File: src/bld_pkg.sv
// Purpose : Shared constants and types for the backlight dimming link
// Assumes : 125 MHz mclk on both ends, single enable wire
// Notes   : Times kept in their own unit, cycle counts derived from them
`default_nettype none

package bld_pkg;

  // ****************************************
  // Clock and timing
  // ****************************************
  localparam int CLK_MHZ         = 125;
  localparam int ENABLE_MIN_NS   = 40000;    // Least initial high time
  localparam int PULSE_MIN_NS    = 500;      // Shortest dimming low pulse
  localparam int PULSE_MAX_NS    = 500000;   // Longest dimming low pulse
  localparam int SHUTDOWN_NS     = 1330000;  // Low time that shuts down
  localparam int SOFT_START_NS   = 100000;   // Soft-start ramp length
  localparam int PWM_MIN_KHZ     = 30;
  localparam int PWM_MAX_KHZ     = 500;

  localparam int ENABLE_MIN_CYC  = (ENABLE_MIN_NS * CLK_MHZ + 999) / 1000;
  localparam int PULSE_MIN_CYC   = (PULSE_MIN_NS * CLK_MHZ + 999) / 1000;
  localparam int PULSE_MAX_CYC   = (PULSE_MAX_NS * CLK_MHZ) / 1000;
  localparam int SHUTDOWN_CYC    = (SHUTDOWN_NS * CLK_MHZ + 999) / 1000;
  localparam int SOFT_START_CYC  = (SOFT_START_NS * CLK_MHZ) / 1000;
  // PWM period cycles at the fast and slow ends of the recommended band
  localparam int PWM_PER_MIN_CYC = (CLK_MHZ * 1000 + PWM_MAX_KHZ - 1)
                                   / PWM_MAX_KHZ;
  localparam int PWM_PER_MAX_CYC = (CLK_MHZ * 1000) / PWM_MIN_KHZ;

  localparam int CNT_W           = 18;       // Holds SHUTDOWN_CYC

  // ****************************************
  // Current scale
  // ****************************************
  localparam int LEVEL_W         = 6;
  localparam logic [LEVEL_W-1:0] LEVEL_FULL = 6'h21;  // 33 units, 24.75 mA
  localparam logic [LEVEL_W-1:0] LEVEL_MIN  = 6'h01;  // 1/33 of full
  localparam logic [LEVEL_W-1:0] LEVEL_OFF  = 6'h00;
  localparam int STEP_UA         = 750;      // One unit in microamps
  localparam int DUTY_W          = 8;
  localparam logic [DUTY_W-1:0]  DUTY_FULL  = 8'hff;

  // ****************************************
  // Device and host states
  // ****************************************
  typedef enum logic [2:0] {
    ST_SHUTDOWN = 3'b000,
    ST_ARMING   = 3'b001,
    ST_SOFT     = 3'b010,
    ST_RUN      = 3'b011,
    ST_LATCHED  = 3'b100
  } bld_state_type;

  typedef enum logic [1:0] {
    HS_IDLE  = 2'b00,
    HS_LOW   = 2'b01,
    HS_HIGH  = 2'b10
  } bld_host_state_type;

endpackage : bld_pkg

`default_nettype wire

File: src/bld_link_if.sv
// Purpose : Carrier for the single enable wire between host and device
// Assumes : One clock shared by both ends
// Notes   : Host is the only driver, so no enable pairing is needed
`default_nettype none

interface bld_link_if;
  logic enableLine;  // Enable and dimming wire

  modport host   (output enableLine);
  modport device (input  enableLine);
endinterface : bld_link_if

`default_nettype wire

File: src/bld_device.sv
// Purpose : Device end: decodes the enable wire into state and current
// Assumes : Enable wire is asynchronous to mclk; 125 MHz clock
// Notes   : Variant chosen by pulseVariant, sampled only while shut down
`default_nettype none

// Contract
// PWM variant: current follows duty cycle
// Host keeps PWM between 30 and 500 kHz
// Steady high enables, steady low shuts down
// 40us high enables, soft-start to full
// Dimming low pulses 500ns-500us after soft-start
// Each accepted pulse lowers one 0.75mA step
// Full scale is 24.75mA after soft-start
// Never below one thirty-third of full
// Low for 1.33ms shuts down
// Thirty-two equal steps below full scale
// Shutdown clears soft-start for next enable
// Overvoltage latch holds off until toggle
// Overlong low pulse counts as one step
module bld_device
  import bld_pkg::*;
(
  input  wire logic               mclk,
  input  wire logic               resetn,
  bld_link_if.device              link,
  input  wire logic               pulseVariant,
  input  wire logic               overvoltageIn,
  output logic                    ledActive,
  output logic                    softStartBusy,
  output logic [LEVEL_W-1:0]      pulseLevel,
  output logic [DUTY_W-1:0]       pwmDuty,
  output logic                    overvoltageLatched
);

  // ****************************************
  // Input synchroniser
  // ****************************************
  logic syncA_reg;
  logic syncB_reg;
  logic lineLast_reg;

  // Two stages because the wire comes from another domain
  always_ff @(posedge mclk or negedge resetn) begin
    if (!resetn) begin
      syncA_reg    <= 1'b0;
      syncB_reg    <= 1'b0;
      lineLast_reg <= 1'b0;
    end else begin
      syncA_reg    <= link.enableLine;
      syncB_reg    <= syncA_reg;
      lineLast_reg <= syncB_reg;
    end
  end

  logic lineFall;
  logic lineRise;
  assign lineFall = lineLast_reg & ~syncB_reg;
  assign lineRise = ~lineLast_reg & syncB_reg;

  // ****************************************
  // Level timers
  // ****************************************
  logic [CNT_W-1:0] lowCnt_reg;
  logic [CNT_W-1:0] highCnt_reg;
  logic             longLow;

  // Saturating counters of time spent low and high
  always_ff @(posedge mclk or negedge resetn) begin
    if (!resetn) begin
      lowCnt_reg  <= '0;
      highCnt_reg <= '0;
    end else begin
      if (syncB_reg) begin
        lowCnt_reg <= '0;
      end else if (lowCnt_reg != CNT_W'(SHUTDOWN_CYC)) begin
        lowCnt_reg <= lowCnt_reg + 1'b1;
      end
      if (!syncB_reg) begin
        highCnt_reg <= '0;
      end else if (highCnt_reg != CNT_W'(ENABLE_MIN_CYC)) begin
        highCnt_reg <= highCnt_reg + 1'b1;
      end
    end
  end

  assign longLow = (lowCnt_reg == CNT_W'(SHUTDOWN_CYC));

  // ****************************************
  // Mode state machine
  // ****************************************
  bld_state_type    state_reg;
  bld_state_type    state_next;
  logic             variant_reg;
  logic [CNT_W-1:0] softCnt_reg;
  logic             softDone;

  assign softDone = (softCnt_reg == CNT_W'(SOFT_START_CYC));

  always_comb begin
    state_next = state_reg;
    case (state_reg)
      ST_SHUTDOWN: begin
        if (syncB_reg) begin
          state_next = variant_reg ? ST_ARMING : ST_SOFT;
        end
      end
      ST_ARMING: begin
        if (!syncB_reg) begin
          state_next = ST_SHUTDOWN;
        end else if (highCnt_reg == CNT_W'(ENABLE_MIN_CYC)) begin
          state_next = ST_SOFT;
        end
      end
      ST_SOFT: begin
        if (longLow) begin
          state_next = ST_SHUTDOWN;
        end else if (softDone) begin
          state_next = ST_RUN;
        end
      end
      ST_RUN: begin
        if (longLow) begin
          state_next = ST_SHUTDOWN;
        end
      end
      ST_LATCHED: begin
        // Only a low level followed by high restarts
        if (lineRise) begin
          state_next = variant_reg ? ST_ARMING : ST_SOFT;
        end
      end
      default: begin
        state_next = ST_SHUTDOWN;
      end
    endcase
    if (overvoltageIn) begin
      state_next = ST_LATCHED;
    end
  end

  always_ff @(posedge mclk or negedge resetn) begin
    if (!resetn) begin
      state_reg <= ST_SHUTDOWN;
    end else begin
      state_reg <= state_next;
    end
  end

  // Variant is frozen while running so a strap glitch cannot switch modes
  always_ff @(posedge mclk or negedge resetn) begin
    if (!resetn) begin
      variant_reg <= 1'b0;
    end else if (state_reg == ST_SHUTDOWN) begin
      variant_reg <= pulseVariant;
    end
  end

  // Soft-start timer restarts on every entry into ST_SOFT
  always_ff @(posedge mclk or negedge resetn) begin
    if (!resetn) begin
      softCnt_reg <= '0;
    end else if (state_reg != ST_SOFT) begin
      softCnt_reg <= '0;
    end else if (!softDone) begin
      softCnt_reg <= softCnt_reg + 1'b1;
    end
  end

  // ****************************************
  // Pulse dimming level
  // ****************************************
  // A low pulse is counted at its rising edge, so the length is known;
  // any length from the minimum up to shutdown time counts once, overlong ones included.
  logic pulseOk;
  assign pulseOk = lineRise && (lowCnt_reg >= CNT_W'(PULSE_MIN_CYC - 3));

  always_ff @(posedge mclk or negedge resetn) begin
    if (!resetn) begin
      pulseLevel <= LEVEL_OFF;
    end else if (!variant_reg || state_next == ST_SHUTDOWN
                 || state_next == ST_LATCHED
                 || state_next == ST_ARMING) begin
      pulseLevel <= LEVEL_OFF;
    end else if (state_next == ST_SOFT) begin
      pulseLevel <= LEVEL_FULL;
    end else if (state_reg == ST_RUN && pulseOk) begin
      if (pulseLevel > LEVEL_MIN) begin
        pulseLevel <= pulseLevel - 1'b1;
      end else begin
        pulseLevel <= LEVEL_MIN;
      end
    end
  end

  // ****************************************
  // Duty-cycle measurement
  // ****************************************
  logic [CNT_W-1:0] perCnt_reg;
  logic [CNT_W-1:0] hiAcc_reg;
  logic [CNT_W+DUTY_W-1:0] scaled;

  assign scaled = {hiAcc_reg, {DUTY_W{1'b0}}} - {{DUTY_W{1'b0}}, hiAcc_reg};

  // One period is rise to rise; duty = high time / period
  always_ff @(posedge mclk or negedge resetn) begin
    if (!resetn) begin
      perCnt_reg <= '0;
      hiAcc_reg  <= '0;
      pwmDuty    <= '0;
    end else if (variant_reg || state_next == ST_SHUTDOWN
                 || state_next == ST_LATCHED) begin
      perCnt_reg <= '0;
      hiAcc_reg  <= '0;
      pwmDuty    <= '0;
    end else if (lineRise) begin
      // A rise after a steady level only opens a period, so no
      // partial period ever reaches the duty output
      if (perCnt_reg != '0) begin
        pwmDuty <= DUTY_W'(scaled / {{DUTY_W{1'b0}}, perCnt_reg});
      end
      perCnt_reg <= CNT_W'(1);
      hiAcc_reg  <= CNT_W'(1);
    end else if (lowCnt_reg == CNT_W'(PWM_PER_MAX_CYC)
                 || (syncB_reg && highCnt_reg == CNT_W'(ENABLE_MIN_CYC))) begin
      // Steady level: pure on/off behaviour
      pwmDuty    <= syncB_reg ? DUTY_FULL : '0;
      perCnt_reg <= '0;
      hiAcc_reg  <= '0;
    end else if (perCnt_reg != '0 && perCnt_reg != '1) begin
      perCnt_reg <= perCnt_reg + 1'b1;
      hiAcc_reg  <= hiAcc_reg + CNT_W'(syncB_reg);
    end
  end

  // ****************************************
  // Status outputs
  // ****************************************
  always_ff @(posedge mclk or negedge resetn) begin
    if (!resetn) begin
      ledActive          <= 1'b0;
      softStartBusy      <= 1'b0;
      overvoltageLatched <= 1'b0;
    end else begin
      ledActive          <= (state_next == ST_SOFT)
                            || (state_next == ST_RUN);
      softStartBusy      <= (state_next == ST_SOFT);
      overvoltageLatched <= (state_next == ST_LATCHED);
    end
  end

endmodule : bld_device

`default_nettype wire

File: src/flat_wrapper.sv
// flat-port wrapper written by rule: the top's interface ports become plain ports
module bld_device_flat import bld_pkg::*;
  (mclk, resetn, pulseVariant, overvoltageIn, ledActive, softStartBusy, pulseLevel, pwmDuty, overvoltageLatched, link_enableLine);
  bld_link_if link_i ();
  input  wire logic mclk;
  input  wire logic resetn;
  input  wire logic pulseVariant;
  input  wire logic overvoltageIn;
  output logic ledActive;
  output logic softStartBusy;
  output logic [LEVEL_W-1:0] pulseLevel;
  output logic [DUTY_W-1:0] pwmDuty;
  output logic overvoltageLatched;
  input wire logic [$bits(link_i.enableLine)-1:0] link_enableLine;
  assign link_i.enableLine = link_enableLine;
  bld_device u_core (.mclk(mclk), .resetn(resetn), .link(link_i), .pulseVariant(pulseVariant), .overvoltageIn(overvoltageIn), .ledActive(ledActive), .softStartBusy(softStartBusy), .pulseLevel(pulseLevel), .pwmDuty(pwmDuty), .overvoltageLatched(overvoltageLatched));
endmodule
File: config.mk
export PLATFORM = sky130hd
export DESIGN_NAME = bld_device_flat
export DESIGN_NICKNAME = d
export VERILOG_FILES = /design/src/bld_pkg.sv /design/src/bld_link_if.sv /design/src/bld_device.sv /design/src/flat_wrapper.sv
export SDC_FILE = /design/constraint.sdc
export NUM_CORES = 1
export LEC_CHECK = 0
export BUFFER_PORTS_ARGS = -buffer_cell sky130_fd_sc_hd__buf_2
export CORE_ASPECT_RATIO = 1.5
export CORE_MARGIN = 2
export CORE_UTILIZATION = 60
export DETAILED_ROUTE_END_ITERATION = 7
export MAX_ROUTING_LAYER = met4
export PLACE_DENSITY = 0.76
export RECOVER_POWER = 50
export SETUP_SLACK_MARGIN = 0.1
export SYNTH_ARGS = -nofsm -noshare
export SYNTH_HDL_FRONTEND = slang
export SYNTH_SLANG_ARGS = --single-unit
File: constraint.sdc
create_clock -name mclk -period 139 [get_ports mclk]
set_input_delay 20.85 -clock mclk [delete_from_list [all_inputs] [get_ports mclk]]
set_output_delay 20.85 -clock mclk [all_outputs]
set_load 0.005 [all_outputs]
After elaboration in Yosys (flattened, before gate mapping). Index checks and enable logic that the tools add are counted.

Register bits: 114. Bits of input ports: 5. Output and inout port bits: 17. Word-level logic and storage cells: 99.

$add $sub $neg: 7. Divide/modulo/power cells: 1. $lt $le $gt $ge: 2. Equal/unequal tests: 19. Multiplexer cells: 33. Bitwise logic cells: 2. Reductions and logical operators: 20.

Operators by type and width (count): $mux 18 (14); $add 18x1->18 const B (4); $mux 8 (5); $eq 18x13->1 const B (2); $ne 18x18->1 const B (2); $div 26x18->26 (1); $sub 26x18->26 (1); $mux 3 (8); $mux 6 (4); $add 18x1->18 (1); $eq 18x14->1 const B (1); $eq 18x18->1 const B (1); $ge 18x6->1 const B (1); $ne 18x13->1 const B (1); $reduce_bool 18->1 (1); $pmux 3 s5 (1); $eq 3x2->1 const B (4); $logic_or 1x1->1 (7); $eq 3x1->1 const B (2); $eq 3x3->1 const B (2); $gt 6x1->1 const B (1); $logic_not 3->1 (2); $reduce_bool 3->1 (2); $sub 6x1->6 const B (1); 11 further kinds (15).

Depth between registers and ports, before layout. Gate-level depths: netlist of run 1.

Word-level depth: 10. Gate-level depth with buffers: 310. Mapped depth without buffers: 285.

Worst setup path after synthesis of run 1. No wires, ideal clock.

Kind: register to register. Start: register u_core.hiAcc_reg[14]. End: register u_core.pwmDuty[0]. Library setup time: 141 ps. Data arrival time: 60503 ps. Required time: 138859 ps. Slack: 78357 ps. Cell stages (with the launch flop): 288. Buffers on the path: 32. Period minus slack after synthesis: 60643 ps. Cells stage by stage: dfrtp_1 > inv_1 > ha_1 > clkbuf_1 > a21o_1 > a31oi_1 > a211oi_1 > a211o_1 > and2_1 > inv_1 > ha_1 > and4_1 > a31oi_2 > ha_1 > o21a_1 > o21ai_0 > nor2_1 > mux2_2 > [... 252 more ...] > nand2b_1 > a21oi_1 > nor2b_1 > o21ai_0 > nand2b_1 > a21oi_1 > nor2b_1 > o21ai_0 > nand2b_1 > a21oi_1 > o21ai_0 > a21oi_1 > nor2b_1 > o31a_1 > o21ai_0 > nand4_1 > a31oi_1 > a41oi_1.

Word-level cells in the longest chain between the ends: 5.

Ends and longest elaborated chain: from (decl) (line bld_device.sv:199) `logic [CNT_W-1:0] hiAcc_reg;`; from (signal assigned) (line bld_device.sv:231) `hiAcc_reg <= hiAcc_reg + CNT_W'(syncB_reg);`; $sub 26x18->26 (line bld_device.sv:202) `assign scaled = {hiAcc_reg, {DUTY_W{1'b0}}} - {{DUTY_W{1'b0}}, hiAcc_reg};`; $div 26x18->26 (line bld_device.sv:219) `pwmDuty <= DUTY_W'(scaled / {{DUTY_W{1'b0}}, perCnt_reg});`; $mux 8 (line bld_device.sv:218) `if (perCnt_reg != '0) begin`; $mux 8 (line bld_device.sv:215) `end else if (lineRise) begin`; $mux 8 (line bld_device.sv:210) `end else if (variant_reg || state_next == ST_SHUTDOWN`; to (signal assigned) (line bld_device.sv:219); to (signal assigned) (line bld_device.sv:226) `pwmDuty <= syncB_reg ? DUTY_FULL : '0;`; to (decl) (line bld_device.sv:31) `output logic [DUTY_W-1:0] pwmDuty,`.

Every way passes these cells. The select of a mux whose other input is x is not followed. A chain may end at the register's enable or synchronous reset.

Final worst setup path of run 1. Same ends and word-level chain as after synthesis.

==> impl_metrics.toml, run 1 <==
[detailed_routing]
route.met3.wl_mm = 4.25
detail-route-antenna-nets = 0
wl_met2_mm = 36.2
dr.first_iter.drc_count = 1490
route.final.wire_length_mm = 74.9
met1Wirelength_mm = 28.5
max_used_layer = "met4"
avgViaCountPerCell = 6.67
dr.pass1.iters = 6
route.detailed.wl_per_inst_um = 20.6
route.detailed.drc = 0
route.vias.total = 24273

[setup_path]
timing.critical_path.arrival_ns = 70.40
crit_path_start_kind = "flip-flop"
endpoint_class_of_the_critical_path = "flip-flop"
timing.critical_path.slowest_stage_cell = "sky130_fd_sc_hd__a221oi_1"
peak_fanout_along_the_critical_path = 26
worstPathRequired_ns = 139.28
critical_path_buf_inv_count = 13
worstSetupPathType = "flip-flop to flip-flop"
largest_delay_share_family_worst_path = "compound AO/OA/AOI/OAI gates"
worst_path_most_repeated_cell = "sky130_fd_sc_hd__ha_1"
timing.critical_path.slowest_cell_delay_ns = 1.07

[clocking]
clock_tree.htree_level_count = 4
post_cts_resize_count = 0
cts.clk_slew.worst_paths_ns = 0.06
cts_post_setup_buffers_inserted = 0
holdBufCountCts = 0
cts_tree = "yes"
clock_tree.root_cell = "sky130_fd_sc_hd__clkbuf_16"
worst_skew_pair.late_latency_ns = 0.42
clock_sinks = 114
cts_buffers = 17
clock_path_buffers = 2

[die]
chipWidth_um = 165
rows = 88
fp.dieArea_mm2 = 0.0407
design.core.area_mm2 = 0.0385
ios = 22
die_y_um = 246
start_util_pct = 60.8

[grt]
grt.overflow.total = 0
grt_pass1_vias = 24434
antenna_violations_before_repair = 0
maximum_number_of_pins_on_one_net_before_global_route_repair = 62
globalRouteTotalUtil_pct = 38.0
wire_length_of_the_first_global_routing_pass_mm = 121

[timing]
final.setup.tns_ns = 0
worst-slew-pin-transition_ns = 3.35
maxClockFrequency_mhz = 14.3
max_slew_violation_count = 106
finalHoldViolations = 0
rsz0062_at_grt = "no"
max_slew_margin_pct = -123
post-route-min-period_ns = 70.12
fraction_of_the_cycle_the_final_worst_path_needs_pct = 50.4
timing.clock.skew_ns = 0.00888
timing.final.setup_violations = 0
holdWs_ns = 0.361

[final_layout]
syn_to_final_growth_pct = 5.13
finish.utilization_pct = 63.9
layoutNonFillerInstCount = 3637
total_nets_final = 3476
share_of_cells_above_drive_strength_1_pct = 7.93

[placement]
gp_congestion = 1.02
number_of_placed_instances_taps_included = 3605
placement.io_buffers = 21
post-dp-hpwl_mm = 57.7

[yosys]
synthesis.nets = 3480
yosys.cell_count.top_type = "sky130_fd_sc_hd__ha_1"
synthesized_flop_and_latch_total = 114
share_of_yosys_cell_area_claimed_by_the_top_area_cell_type_pct = 18.3
synth-seq-area-share_pct = 12.2
mappedNetlistArea_mm2 = 0.0234
ys_async_sr_fraction_pct = 100
synth_top_family_by_area = "compound AO/OA/AOI/OAI gates"
post_synth_and_or_nand_nor_area_fraction_pct = 24.5
synth.yosys.warnings = 0
yosys.area_share.xor_xnor_pct = 8.71
post_synth_main_area_contributors = "sky130_fd_sc_hd__ha_1, sky130_fd_sc_hd__dfrtp_1, sky130_fd_sc_hd__xnor2_1"
synth.top_cells.by_count = "sky130_fd_sc_hd__ha_1, sky130_fd_sc_hd__nor2_1, sky130_fd_sc_hd__nand2_1, sky130_fd_sc_hd__a21oi_1, sky130_fd_sc_hd__o21ai_0"
muxShareOfSynthArea_pct = 5.95
synth_enable_flop_cells = 0
syn_inst_count = 3133
adder_cell_fraction_of_synth_area_pct = 18.3
largest_area_contributor_in_the_netlist = "sky130_fd_sc_hd__ha_1"
synth_compound_area_share_pct = 27.0
post_synth_num_cell_types = 105
syn_area_per_cell_um2 = 7.47
synth_top_flop_cell = "sky130_fd_sc_hd__dfrtp_1"

[worst_hold_path]
worstHoldPathType = "flip-flop to flip-flop"

[job]
maxCapViolCount = 3

[status]
run_status = "finished, violations left"
violations = "capacitance limit, slew limit"
final timing paths:
check,from,cells after the start,slack [ns],endpoint
max,u_core.hiAcc_reg[14]$_DFFE_PN0P_,265,68.88,u_core.pwmDuty[0]$_DFFE_PN0P_
max reg2reg,u_core.hiAcc_reg[14]$_DFFE_PN0P_,265,68.88,u_core.pwmDuty[0]$_DFFE_PN0P_
min in group asynchronous,resetn,1,21.54,u_core.lowCnt_reg[13]$_DFFE_PN0P_
min reg2reg,u_core.syncA_reg$_DFF_PN0_,0,0.36,u_core.syncB_reg$_DFF_PN0_
max in group asynchronous,resetn,2,115.33,u_core.highCnt_reg[15]$_DFFE_PN0N_
min,u_core.syncA_reg$_DFF_PN0_,0,0.36,u_core.syncB_reg$_DFF_PN0_
area by class of cell:
type                            count  area (um^2)
Inverter                          127          477
Timing Repair Buffer               55          347
Multi-Input combinational cell   2814        19800
Tap cell                          495          619
Antenna cell                        1         2.50
Sequential cell                   114         2850
Clock inverter                     14          109
Clock buffer                       17          425
Fill cell                        3553        13900
metrics by stage:
step / instance area, um^2 / setup WS [ns]
final: 24600 / 68.88
after global routing: 24600 / 63.87
after CTS: 24600 / 70.89
after detailed placement: 24100 / 71.07
after global placement: 24100 / 72.73
after floorplan: 23400 / 78.36
routing by layer:
metal | vias up | GRT usage (%)
met4 | 0 | 25.5
li1 | 11656 | -
met2 | 847 | 65.2
met1 | 11390 | 39.9
met3 | 380 | 5.50
met5 | - | -
worst reg2reg max path, delay by kind of cell (launching register included):
kind                     cells  cell delay, ns
AO/OA/AOI/OAI              151           41.37
AND/OR/NAND/NOR             67           15.14
adder cells (fa/ha/maj)     27            8.65
buffers and inverters       13            2.26
multiplexers                 7            2.17
flip-flops                   1            0.43
cell families after synthesis:
kind of cell               after synthesis
and+or+nand+nor                       1176
buffers and inverters                  205
muxes                                  127
DFF                                    114
xor gates and xnor gates               233
adders and majority gates              343
AOI/OAI and AO/OA                      935
cell usage in the layout, fill, tap and decap left out, types with 12 or more instances in the layout:
cell,n
sky130_fd_sc_hd__ha_1,342
sky130_fd_sc_hd__nor2_1,326
sky130_fd_sc_hd__nand2_1,300
sky130_fd_sc_hd__a21oi_1,213
sky130_fd_sc_hd__o21ai_0,174
sky130_fd_sc_hd__xnor2_1,148
sky130_fd_sc_hd__inv_1,125
sky130_fd_sc_hd__nor3_1,120
sky130_fd_sc_hd__o21a_1,115
sky130_fd_sc_hd__dfrtp_1,114
sky130_fd_sc_hd__mux2_2,91
sky130_fd_sc_hd__nand3_1,87
sky130_fd_sc_hd__xor2_1,85
sky130_fd_sc_hd__a21o_1,74
sky130_fd_sc_hd__or3_1,52
sky130_fd_sc_hd__o31ai_1,44
sky130_fd_sc_hd__and3_1,42
sky130_fd_sc_hd__o211ai_1,38
sky130_fd_sc_hd__nand4_1,35
sky130_fd_sc_hd__a21boi_0,35
sky130_fd_sc_hd__nand2b_1,34
sky130_fd_sc_hd__and2_1,31
sky130_fd_sc_hd__buf_4,31
sky130_fd_sc_hd__a211oi_1,29
sky130_fd_sc_hd__a31oi_1,29
sky130_fd_sc_hd__mux2i_1,29
sky130_fd_sc_hd__nor2b_1,25
sky130_fd_sc_hd__or2_2,23
sky130_fd_sc_hd__nor4_1,19
sky130_fd_sc_hd__buf_2,19
sky130_fd_sc_hd__clkbuf_16,17
sky130_fd_sc_hd__a31o_2,15
sky130_fd_sc_hd__a211o_1,13
sky130_fd_sc_hd__and4_1,12
Power of run 1 is not shown: default switching activity piles up to over one toggle a cycle in this logic, so the estimate is an artifact.
==> inputs of run 2 (changes only) <==
clock period = 65.4 ns   (was 139 ns; I/O delays follow)
==> impl_metrics.toml, run 2 (synthesis results as in run 1) <==
[timing]
holdWs_ns = 0.352
timing.final.setup_violations = 0
post-route-min-period_ns = 61.39
maxClockFrequency_mhz = 16.3
max_slew_violation_count = 45
fraction_of_the_cycle_the_final_worst_path_needs_pct = 93.9
finalHoldViolations = 0
rsz0062_at_grt = "no"
max_slew_margin_pct = -65.5
timing.clock.skew_ns = 0.0144
worst-slew-pin-transition_ns = 2.48

[setup_path]
timing.rr.end = "u_core.pwmDuty[0]$_DFFE_PN0P_"
endpoint_class_of_the_critical_path = "flip-flop"
worstPathRequired_ns = 65.69
timing.critical_path.arrival_ns = 61.68
worst_path_most_repeated_cell = "sky130_fd_sc_hd__ha_1"
rr_startpoint = "u_core.hiAcc_reg[14]$_DFFE_PN0P_"
worstSetupPathType = "flip-flop to flip-flop"
timing.reg2reg.worst_path_depth = 270
timing.critical_path.slowest_stage_cell = "sky130_fd_sc_hd__a31oi_1"
crit_path_start_kind = "flip-flop"
regToRegSetupSlack_ns = 4.01
timing.critical_path.slowest_cell_delay_ns = 0.66
peak_fanout_along_the_critical_path = 19

[final_layout]
finish.utilization_pct = 65.7
syn_to_final_growth_pct = 8.13
final_cell_area_mm2 = 0.0253
layoutNonFillerInstCount = 3675
final_common_cell = "sky130_fd_sc_hd__ha_1"
share_of_cells_above_drive_strength_1_pct = 10.9
most-common-layout-cells = "sky130_fd_sc_hd__ha_1, sky130_fd_sc_hd__nor2_1, sky130_fd_sc_hd__nand2_1"
total_nets_final = 3514
fill_cells = 3466
diodes = 0

[grt]
grt.overflow.total = 0
globalRouteTotalUtil_pct = 37.9
maximum_number_of_pins_on_one_net_before_global_route_repair = 72
antenna_violations_before_repair = 0
grt_pass1_vias = 24194
wire_length_of_the_first_global_routing_pass_mm = 120

[die]
fp.dieArea_mm2 = 0.0407
rows = 88
start_util_pct = 60.8
chipWidth_um = 165
design.core.area_mm2 = 0.0385
die_y_um = 246
ios = 22

[detailed_routing]
route.detailed.wl_per_inst_um = 20.5
avgViaCountPerCell = 6.67
dr.first_iter.drc_count = 1587
detail-route-antenna-nets = 0
route.final.wire_length_mm = 75.4
route.vias.total = 24524
route.detailed.drc = 0
dr.pass1.iters = 6

[clocking]
cts_buffers = 17
clock_path_buffers = 2
cts_tree = "yes"
clock_tree.root_cell = "sky130_fd_sc_hd__clkbuf_16"
holdBufCountCts = 0
clock_tree.htree_level_count = 4
clock_sinks = 114
worst_skew_pair.late_latency_ns = 0.43
cts.clk_slew.worst_paths_ns = 0.07

[placement]
post-dp-hpwl_mm = 57.4
placement.cell_area_mm2 = 0.0242
gp_congestion = 1.02
placement.io_buffers = 21
number_of_placed_instances_taps_included = 3618

[worst_hold_path]
hold_path_startpoint = "u_core.syncA_reg$_DFF_PN0_"
holdPathStages = 0
worstHoldPathType = "flip-flop to flip-flop"
worst_hold_path.endpoint = "u_core.syncB_reg$_DFF_PN0_"

[status]
violations = "capacitance limit, slew limit"
run_status = "finished, violations left"

[job]
maxCapViolCount = 1
==> run 2: changes by cell type in the layout (fill, tap and decap cells not counted), sizes merged, moves of 2 or more <==
cell,previous run,this run
buf,50,83
clkbuf,22,25
clkinv,6,4
inv,131,134
==> run 2: how the worst max path moves through the flow <==
stage	depth (start not counted)	slack, ns	from	end
after floorplan	287	4.76	u_core.hiAcc_reg[14]$_DFFE_PN0P_	u_core.pwmDuty[0]$_DFFE_PN0P_
after detailed placement	267	-0.50	u_core.hiAcc_reg[14]$_DFFE_PN0P_	u_core.pwmDuty[0]$_DFFE_PN0P_
after CTS	265	0.19	u_core.hiAcc_reg[14]$_DFFE_PN0P_	u_core.pwmDuty[0]$_DFFE_PN0P_
after global routing	276	0.01	u_core.hiAcc_reg[14]$_DFFE_PN0P_	u_core.pwmDuty[0]$_DFFE_PN0P_
after global placement	266	1.21	u_core.hiAcc_reg[14]$_DFFE_PN0P_	u_core.pwmDuty[0]$_DFFE_PN0P_
final	270	4.01	u_core.hiAcc_reg[14]$_DFFE_PN0P_	u_core.pwmDuty[0]$_DFFE_PN0P_
==> run 2: what timing repair did <==
action / in CTS / in global routing
pin swaps: 0 / 13
setup endpoints to repair: 1 / 2
cloned: 0 / 2
gates resized for setup: 5 / 92
setup buffers: 0 / 23
==> run 2: area by class of cell <==
cell class	count	area [um^2]	share of cell area, %
flip-flops and latches	114	2850	11.3
repair buffers	91	617	2.44
clock buffers	17	425	1.68
clock inverters	15	150	0.593
well taps	495	619	2.45
inverters	127	477	1.88
multi-input cells	2816	20200	79.7
==> run 2: routing by layer <==
metal	share of wire, %	global-route usage [%]	up-vias	routed length, um
li1	-	-	11756	-
met4	8.3	24.8	0	6270
met5	0	-	-	0
met1	38	41.0	11490	28800
met3	6.0	6.34	392	4530
met2	47	63.7	886	35800
==> run 2: critical path: cells and delay by family, from the launching register on <==
| family | cells | cell delay, ns |
|---|---|---|
| compound gates | 154 | 35.57 |
| fa+ha+maj | 27 | 8.51 |
| buf+inv | 17 | 2.63 |
| flops | 1 | 0.42 |
| mux | 8 | 2.31 |
| simple gates | 64 | 11.70 |
==> run 2: per-stage QoR <==
stage / worst slack, ns / setup TNS [ns]
detailed placement: -0.505 / -0.505
global route: 0.0129 / 0
global placement: 1.21 / 0
finish: 4.01 / 0
CTS: 0.192 / 0
floorplan: 4.76 / 0
Power of run 2 is left out for the same reason.
